### config.mk
export PLATFORM = sky130hd
export DESIGN_NAME = key_matrix_scanner
export DESIGN_NICKNAME = d
export VERILOG_FILES = /design/src/include/key_scan_pkg.sv /design/src/include/scan_timing_if.sv /design/src/rtl/osc_tick_gen.sv /design/src/rtl/pin_sync.sv /design/src/rtl/key_matrix_scanner.sv
export SDC_FILE = /design/constraint.sdc
export NUM_CORES = 1
export LEC_CHECK = 0
export BUFFER_PORTS_ARGS = -buffer_cell sky130_fd_sc_hd__buf_2
export CORE_ASPECT_RATIO = 1.75
export CORE_MARGIN = 2
export CORE_UTILIZATION = 39
export CTS_CLUSTER_DIAMETER = 150
export DETAILED_ROUTE_END_ITERATION = 16
export PLACE_DENSITY_LB_ADDON = 0.15
export RECOVER_POWER = 50
export SLEW_MARGIN = 20
export SYNTH_ARGS = -nofsm -noshare
export SYNTH_HDL_FRONTEND = slang
export SYNTH_SLANG_ARGS = --single-unit
### constraint.sdc
create_clock -name core_clk -period 12.15 [get_ports core_clk]
set_clock_uncertainty 0.15 [all_clocks]
set_input_delay 2.43 -clock core_clk [delete_from_list [all_inputs] [get_ports core_clk]]
set_output_delay 2.43 -clock core_clk [all_outputs]
set_load 0.1 [all_outputs]
### src/include/key_scan_pkg.sv
/*
  Constants, state type and helper functions for the key matrix scanner.
  Assumes a 200 MHz core clock; oscillator periods are counted as ticks.
*/
package key_scan_pkg;

  localparam int KEY_LINES   = 6;
  localparam int SENSE_LINES = 5;
  localparam int KEY_BITS    = 30;

  // Oscillator period figures, in picoseconds
  localparam int CORE_PERIOD_PS  = 5000;
  localparam int OSC_PERIOD_PS   = 2000000;
  localparam int OSC_DIV_DEFAULT = OSC_PERIOD_PS / CORE_PERIOD_PS;
  localparam int OSC_DIV_W       = 16;

  // Scan timing in oscillator periods
  localparam logic [9:0] SCAN_PASS_T = 10'd384;
  localparam logic [9:0] LINE_SLOT_T = 10'd64;
  localparam logic [9:0] SAMPLE_AT_T = 10'd32;
  localparam logic [9:0] REQ_DELAY_T = 10'd800;
  localparam logic [9:0] TWO_PASS_T  = 10'd768;

  // Register port
  localparam int         ADDR_W      = 4;
  localparam logic [3:0] ADDR_CTRL   = 4'h0;
  localparam logic [3:0] ADDR_KEYS   = 4'h4;
  localparam logic [3:0] ADDR_STATUS = 4'h8;

  localparam int CTRL_SLEEP_BIT  = 6;
  localparam int KEYS_ACK_BIT    = 30;
  localparam int STAT_REQ_BIT    = 0;
  localparam int STAT_CFG_BIT    = 1;
  localparam int STAT_LINE_BIT   = 2;
  localparam int STAT_OSC_BIT    = 3;

  localparam logic [5:0]  CFG_RESET   = 6'h00;
  localparam logic        SLEEP_RESET = 1'b0;
  localparam logic [29:0] KEYS_RESET  = 30'h00000000;
  localparam logic [9:0]  CNT_ZERO    = 10'h000;

  typedef enum logic [2:0] {
    ST_OFF,
    ST_IDLE,
    ST_PASS1,
    ST_PASS2,
    ST_DELAY,
    ST_REQ
  } scan_state_t;

  // Position within one pass
  function automatic logic [9:0] passPos(input logic [9:0] cnt);
    passPos = (cnt >= SCAN_PASS_T) ? cnt - SCAN_PASS_T : cnt;
  endfunction : passPos

  // Scan line driven at a given count
  function automatic logic [2:0] lineOf(input logic [9:0] cnt);
    logic [9:0] pos;
    pos    = passPos(cnt);
    lineOf = pos[8:6];
  endfunction : lineOf

  // Offset inside the current line slot
  function automatic logic [5:0] slotOffset(input logic [9:0] cnt);
    logic [9:0] pos;
    pos        = passPos(cnt);
    slotOffset = pos[5:0];
  endfunction : slotOffset

endpackage : key_scan_pkg

### src/include/scan_timing_if.sv
/*
  Oscillator run request and period tick between scanner and tick source.
  Assumes both ends share core_clk.
*/
`timescale 1ns/100ps
interface scan_timing_if;
  logic oscRun;
  logic oscTick;

  modport source (input oscRun, output oscTick);
  modport core   (output oscRun, input oscTick);
endinterface : scan_timing_if

### src/rtl/osc_tick_gen.sv
/*
  Stand-in for the RC oscillator: one tick per oscillator period.
  Assumes core_clk and a synchronised active-low reset.
*/
`timescale 1ns/100ps
module osc_tick_gen
  import key_scan_pkg::*;
#(
  parameter int DIV = OSC_DIV_DEFAULT
) (
  input wire logic      core_clk,
  input wire logic      rstSyncN,
  scan_timing_if.source timing
);

  logic [OSC_DIV_W-1:0] divCnt_reg;
  logic [OSC_DIV_W-1:0] divCnt_next;
  wire                  wrapNow = (divCnt_reg == OSC_DIV_W'(DIV - 1));

  // A stopped oscillator restarts from phase zero
  assign divCnt_next   = (!timing.oscRun || wrapNow) ? '0 : divCnt_reg + 1'b1;
  assign timing.oscTick = timing.oscRun && wrapNow;

  always_ff @(posedge core_clk or negedge rstSyncN) begin
    if (!rstSyncN) begin
      divCnt_reg <= '0;
    end else begin
      divCnt_reg <= divCnt_next;
    end
  end

endmodule : osc_tick_gen

### src/rtl/pin_sync.sv
/*
  Two-stage synchroniser bank for pin inputs.
  Assumes inputs are asynchronous to core_clk; outputs reset low.
*/
`timescale 1ns/100ps
module pin_sync #(
  parameter int W = 1
) (
  input  wire logic         core_clk,
  input  wire logic         rstSyncN,
  input  wire logic [W-1:0] pinIn,
  output logic      [W-1:0] pinSync
);

  logic [W-1:0] stage1_reg;

  // First stage feeds only the second stage
  always_ff @(posedge core_clk or negedge rstSyncN) begin
    if (!rstSyncN) begin
      stage1_reg <= '0;
      pinSync    <= '0;
    end else begin
      stage1_reg <= pinIn;
      pinSync    <= stage1_reg;
    end
  end

endmodule : pin_sync

### src/rtl/key_matrix_scanner.sv
/*
  Key matrix scanner: six scan outputs, five sense inputs, 30-bit key map,
  double-scan debounce and open-drain read request line.
  Assumes a register port on core_clk, pins asynchronous to core_clk,
  and an external pull-up on the request line.
*/
`timescale 1ns/100ps

module key_matrix_scanner
  import key_scan_pkg::*;
#(
  parameter int OSC_DIV = OSC_DIV_DEFAULT
) (
  input  wire logic                   core_clk,
  input  wire logic                   rst_n,
  input  wire logic [ADDR_W-1:0]      regAddr,
  input  wire logic [31:0]            regWrData,
  input  wire logic                   regWrStb,
  input  wire logic                   regRdStb,
  output logic      [31:0]            regRdData,
  output logic      [KEY_LINES-1:0]   scanOutputs,
  input  wire logic [SENSE_LINES-1:0] senseInputs,
  input  wire logic                   xferSelect,
  input  wire logic                   dataOutIn,
  output logic                        dataOutOut,
  output logic                        dataOutOeN
);

  // Reset release
  logic rstPipe1_reg;
  logic rstSyncN;

  always_ff @(posedge core_clk or negedge rst_n) begin
    if (!rst_n) begin
      rstPipe1_reg <= 1'b0;
      rstSyncN     <= 1'b0;
    end else begin
      rstPipe1_reg <= 1'b1;
      rstSyncN     <= rstPipe1_reg;
    end
  end

  // Pin synchronisers
  logic [SENSE_LINES+1:0] pinSyncBus;
  logic [SENSE_LINES-1:0] senseSync;
  logic                   xferSync;
  logic                   lineSync;

  pin_sync #(
    .W (SENSE_LINES + 2)
  ) u_pin_sync (
    .core_clk (core_clk),
    .rstSyncN (rstSyncN),
    .pinIn    ({dataOutIn, xferSelect, senseInputs}),
    .pinSync  (pinSyncBus)
  );

  assign senseSync = pinSyncBus[SENSE_LINES-1:0];
  assign xferSync  = pinSyncBus[SENSE_LINES];
  assign lineSync  = pinSyncBus[SENSE_LINES+1];

  // Oscillator ticks
  scan_timing_if timing ();

  osc_tick_gen #(
    .DIV (OSC_DIV)
  ) u_osc_tick_gen (
    .core_clk (core_clk),
    .rstSyncN (rstSyncN),
    .timing   (timing)
  );

  // State
  scan_state_t         state_reg;
  scan_state_t         state_next;
  logic [9:0]          tCnt_reg;
  logic [9:0]          tCnt_next;
  logic [5:0]          scanCfg_reg;
  logic                sleepSel_reg;
  logic                cfgWritten_reg;
  logic [KEY_BITS-1:0] pass1_reg;
  logic [KEY_BITS-1:0] pass2_reg;
  logic [KEY_BITS-1:0] keys_reg;
  logic                sleepAck_reg;

  // Register decode
  wire ctrlWr  = regWrStb && (regAddr == ADDR_CTRL);
  wire keysRd  = regRdStb && (regAddr == ADDR_KEYS);
  wire tick    = timing.oscTick;
  wire reqLive = (state_reg == ST_REQ);

  // Scan slot decode
  wire [2:0] curLine   = lineOf(tCnt_reg);
  wire [5:0] curOffset = slotOffset(tCnt_reg);
  wire       scanning  = (state_reg == ST_PASS1) || (state_reg == ST_PASS2);
  wire       sampleNow = scanning && tick && (curOffset == SAMPLE_AT_T[5:0]);
  wire [4:0] bitBase   = 5'(curLine) * 5'd5;
  wire       lineIdleHigh = scanCfg_reg[curLine];
  wire [4:0] senseMasked  = senseSync & {5{lineIdleHigh}};

  wire       pressSeen = |senseSync;
  wire       passEnd   = tick && (tCnt_reg == TWO_PASS_T - 10'd1);
  wire       pass1End  = tick && (tCnt_reg == SCAN_PASS_T - 10'd1);
  wire       delayEnd  = tick && (tCnt_reg == REQ_DELAY_T - 10'd1);
  wire       passMatch = (pass1_reg == pass2_reg);
  wire       anyKey    = |pass2_reg;

  // Scan outputs: standby level, or one pulse per configured-high line
  logic [KEY_LINES-1:0] scanDrive;
  assign scanDrive = scanning
                   ? (scanCfg_reg & (KEY_LINES'(1) << curLine))
                   : scanCfg_reg;

  // Oscillator runs once configured, unless idle in sleep mode; a press restarts it
  assign timing.oscRun = cfgWritten_reg
                       && (!sleepSel_reg || (state_reg != ST_IDLE) || pressSeen);

  always_comb begin
    state_next = state_reg;
    tCnt_next  = tCnt_reg;
    case (state_reg)
      ST_OFF: begin
        if (ctrlWr) begin
          state_next = ST_IDLE;
        end
      end
      ST_IDLE: begin
        tCnt_next = CNT_ZERO;
        if (pressSeen && tick) begin
          state_next = ST_PASS1;
        end
      end
      ST_PASS1: begin
        tCnt_next = tick ? tCnt_reg + 10'd1 : tCnt_reg;
        if (pass1End) begin
          state_next = ST_PASS2;
        end
      end
      ST_PASS2: begin
        tCnt_next = tick ? tCnt_reg + 10'd1 : tCnt_reg;
        if (passEnd) begin
          if (passMatch && anyKey) begin
            state_next = ST_DELAY;
          end else if (!passMatch && anyKey) begin
            state_next = ST_PASS1;
            tCnt_next  = CNT_ZERO;
          end else begin
            state_next = ST_IDLE;
          end
        end
      end
      ST_DELAY: begin
        tCnt_next = tick ? tCnt_reg + 10'd1 : tCnt_reg;
        if (delayEnd) begin
          state_next = ST_REQ;
        end
      end
      ST_REQ: begin
        tCnt_next = CNT_ZERO;
        if (keysRd) begin
          state_next = ST_PASS1;
        end
      end
      default: begin
        state_next = ST_OFF;
        tCnt_next  = CNT_ZERO;
      end
    endcase
  end

  always_ff @(posedge core_clk or negedge rstSyncN) begin
    if (!rstSyncN) begin
      state_reg <= ST_OFF;
      tCnt_reg  <= CNT_ZERO;
    end else begin
      state_reg <= state_next;
      tCnt_reg  <= tCnt_next;
    end
  end

  // Control register; reads of key data never touch it
  always_ff @(posedge core_clk or negedge rstSyncN) begin
    if (!rstSyncN) begin
      scanCfg_reg    <= CFG_RESET;
      sleepSel_reg   <= SLEEP_RESET;
      cfgWritten_reg <= 1'b0;
    end else if (ctrlWr) begin
      scanCfg_reg    <= regWrData[KEY_LINES-1:0];
      sleepSel_reg   <= regWrData[CTRL_SLEEP_BIT];
      cfgWritten_reg <= 1'b1;
    end
  end

  // Per-pass capture; a press on several keys sets several bits
  always_ff @(posedge core_clk or negedge rstSyncN) begin
    if (!rstSyncN) begin
      pass1_reg <= KEYS_RESET;
      pass2_reg <= KEYS_RESET;
    end else if (sampleNow) begin
      if (state_reg == ST_PASS1) begin
        pass1_reg[bitBase +: SENSE_LINES] <= senseMasked;
      end else begin
        pass2_reg[bitBase +: SENSE_LINES] <= senseMasked;
      end
    end
  end

  // Key map only changes on an agreed pair of passes
  always_ff @(posedge core_clk or negedge rstSyncN) begin
    if (!rstSyncN) begin
      keys_reg <= KEYS_RESET;
    end else if ((state_reg == ST_PASS2) && passEnd && passMatch && anyKey) begin
      keys_reg <= pass2_reg;
    end
  end

  // Sleep ack: mode at press, or a mode written while the request stands
  always_ff @(posedge core_clk or negedge rstSyncN) begin
    if (!rstSyncN) begin
      sleepAck_reg <= SLEEP_RESET;
    end else if (reqLive && ctrlWr) begin
      sleepAck_reg <= regWrData[CTRL_SLEEP_BIT];
    end else if ((state_reg == ST_IDLE) && (state_next == ST_PASS1)) begin
      sleepAck_reg <= sleepSel_reg;
    end
  end

  // Request line; transfer select wins over a pending request
  logic pullLow_reg;

  always_ff @(posedge core_clk or negedge rstSyncN) begin
    if (!rstSyncN) begin
      pullLow_reg <= 1'b0;
      scanOutputs <= '0;
    end else begin
      pullLow_reg <= (state_next == ST_REQ) && !xferSync && cfgWritten_reg;
      scanOutputs <= cfgWritten_reg ? scanDrive : '0;
    end
  end

  assign dataOutOut = 1'b0;
  assign dataOutOeN = !pullLow_reg;

  // Read port, data one cycle after the strobe
  wire [31:0] ctrlWord = 32'({sleepSel_reg, scanCfg_reg});
  wire [31:0] keysWord = 32'({sleepAck_reg, keys_reg});
  wire [31:0] statWord = 32'({timing.oscRun, lineSync, cfgWritten_reg, reqLive});
  wire [31:0] rdSel    = (regAddr == ADDR_CTRL)   ? ctrlWord :
                         (regAddr == ADDR_KEYS)   ? keysWord :
                         (regAddr == ADDR_STATUS) ? statWord : 32'h00000000;

  always_ff @(posedge core_clk or negedge rstSyncN) begin
    if (!rstSyncN) begin
      regRdData <= 32'h00000000;
    end else begin
      regRdData <= regRdStb ? rdSel : 32'h00000000;
    end
  end

endmodule : key_matrix_scanner

==> results_dict.tcl <==
set metrics [dict create \
    crit_fanout 74 \
    crit_slowest_cell "clkbuf_1" \
    cp_num_buf_inv 2 \
    synth_cell_types 84 \
    leakagePower_nw 4.94 \
    crit_path_cell_trace "clkbuf_1 -> buf_4" \
    drive_above_1_share_pct 18.2 \
    status "complete, but fails checks" \
    synth_edf_count 0 \
    grt_pass1_wl_microns 37200 \
    drv_cap 3 \
    n_antenna_cell 0 \
    violations "max-capacitance violations, max-slew violations" \
    synth_commonest_cells "dfrtp_1 (182), nor2_1 (87), nand2_1 (64)" \
    finalNonFillerCells 1205 \
    yosys-top-cells-area "dfrtp_1 (50%), mux2_2 (5.3%), xor2_1 (4.2%)" \
    worst_pin_slew_ps 3900 \
    utilization_pct 44.5 \
    finalSetupViolations 0 \
    gp_congestion 0.882 \
    grt.overflow.total 0 \
    initial_utilization_pct 39.9 \
    max_stage_delay_ps 2850 \
    yosys.area.top_type "dfrtp_1" \
    dp_hpwl_microns 17500 \
    grt_max_degree 75 \
    cts_buffer_depth 2 \
    clk_pin_slew_ps 70 \
    remaining_drc_errors 0 \
    dr.pass1.iters 5 \
    grt_pass1_vias 6551 \
    row_count 73 \
    holdWs_ps 199 \
    fin_crit_ps 5740 \
    largest_reg_flops 31 \
    post-synth-top-count-cell "dfrtp_1" \
    critPathArrivalTime_ps 6110 \
    p_per_area_mw_per_mm2 130 \
    yosysWarnings 0 \
    relSlewSlack_pct -160 \
    nNetsFinal 951 \
    critPathLaunchType "flop" \
    placedCellCount 1173 \
    ant_nets 0 \
    holdPathStages 0 \
    drtIter0Drc 404 \
    htree_levels 4 \
    dieArea_sq_mm 0.0245 \
    hold_end "u_pin_sync.pinSync[1]" \
    drv_slew 127 \
    r2r_slack_ps 6410 \
    core_area_sq_mm 0.0227 \
    num-fill-cells 2210 \
    min_period_over_period_pct 47.3 \
    fin_setup_tns_ps 0 \
    post_cts_buffers 0 \
    min_from "u_pin_sync.stage1_reg[1]" \
    cts-root-buf "clkbuf_16" \
    reg2reg_from "rstSyncN" \
    grt_antenna_before_repair 0 \
    top_register "regRdData" \
    hold_buffers 0 \
    async_reset_ff_share_pct 100 \
    synth_area_sq_mm 0.00907 \
    synth.yosys.seq_area_share_pct 50.2 \
    criticalPathCategory "reg -> async" \
    wirelength_microns 24000 \
    wl_per_cell_microns 19.9 \
    portBuffers 59 \
    cts_tree "yes" \
    areaGrowthSynthToFinish_pct 11.7 \
    hold_path.class "reg -> reg" \
    vias 6603 \
    clock-sinks 182 \
    ys_ff_latch 182 \
    rsz0062_at_grt "no" \
    syn-instance-count 852 \
    regToRegEndpoint "pullLow_reg" \
    cts_resized 0 \
    die_h_microns 206 \
    via_per_inst 5.48 \
    cp.required_ps 12510 \
    end_kind "asynchronous set/reset pin" \
    ys.flop_type "dfrtp_1" \
    reg2reg_depth 2 \
    grt_util_all_layers_pct 20.3 \
    ioPinCount 87 \
    synth_top_area_share_pct 50.2 \
    cts_inserted_buffers 17 \
    fmax_ghz 0.174 \
    syn_area_per_cell_sq_um 10.6 \
    clk_latency_ps 460 \
    critical_path.top_delay_family "buffers and inverters" \
    report.final.hold_viol_count 0 \
    ir_drop_v 0.000108 \
    timing.critical_path.from "rstSyncN" \
    die_x_microns 119 \
]
final cells by class:
cell class                      instances  area (sq um)  share of cell area, %
Clock inverter                         11           115                   1.14
Timing Repair Buffer                   69           364                   3.59
Tap cell                              300           375                   3.71
Multi-Input combinational cell        607          4210                   41.5
Inverter                               16          60.1                  0.593
Sequential cell                       182          4550                   45.0
Clock buffer                           20           457                   4.51
metal layers:
layer	part of all wire (%)	GRT usage, %
met1	38	21.5
met2	54	37.6
met4	4.9	12.7
met3	2.6	2.80
met5	0	0
report_power, final:
group	internal, W	switching (W)	total, W
clock	0.000297	0.000248	0.000544
sequential	0.000627	0.0000293	0.000656
combinational	0.0000310	0.0000878	0.000119
total	0.000954	0.000365	0.00132
cell families after synthesis:
kind of cell	synth area share [%]
and+or+nand+nor	18.7
DFF	50.2
AOI/OAI and AO/OA	10.4
muxes	10.6
buffers and inverters	3.34
xor gates and xnor gates	5.12
adders and majority gates	1.52
other	0.0828
through the flow:
| step | total power (W) | worst slack [ps] | area, sq um |
|---|---|---|---|
| floorplan | 0.000752 | 6550 | 9070 |
| global placement | 0.000789 | 7370 | 9580 |
| detailed placement | 0.000790 | 7390 | 9580 |
| CTS | 0.00134 | 7600 | 10200 |
| global route | 0.00137 | 5290 | 10100 |
| finish | 0.00132 | 6410 | 10100 |
how the worst max path moves through the flow:
stage	to	slack (ps)	depth (start not counted)
finish	pullLow_reg	6410	2
detailed placement	pullLow_reg	7390	8
CTS	pass1_reg[24]	7600	14
global placement	pullLow_reg	7370	8
floorplan	cfgWritten_reg	6550	0
global route	pullLow_reg	5290	2
cell usage in the layout, fill, tap and decap left out, types with 4 or more instances in the layout:
cell,instances
nor4b_1,4
mux2_1,33
xor2_1,44
xnor2_1,9
and3_1,31
clkbuf_16,17
nor4_1,17
clkbuf_1,4
nor2b_1,12
nand4_1,12
nor3_1,16
nand2b_1,8
nand2_1,64
o32a_1,4
a31oi_1,9
inv_1,15
or3_1,8
o41ai_1,9
nand3_1,14
o21ai_1,6
mux2_2,43
dfrtp_1,182
buf_4,9
o31ai_1,10
ha_1,11
o21ai_0,36
a21oi_1,25
buf_2,57
or2_1,7
mux2i_1,8
nor2_1,87
o22ai_1,4
and4_1,4
Power figures use the tool's default switching activity.
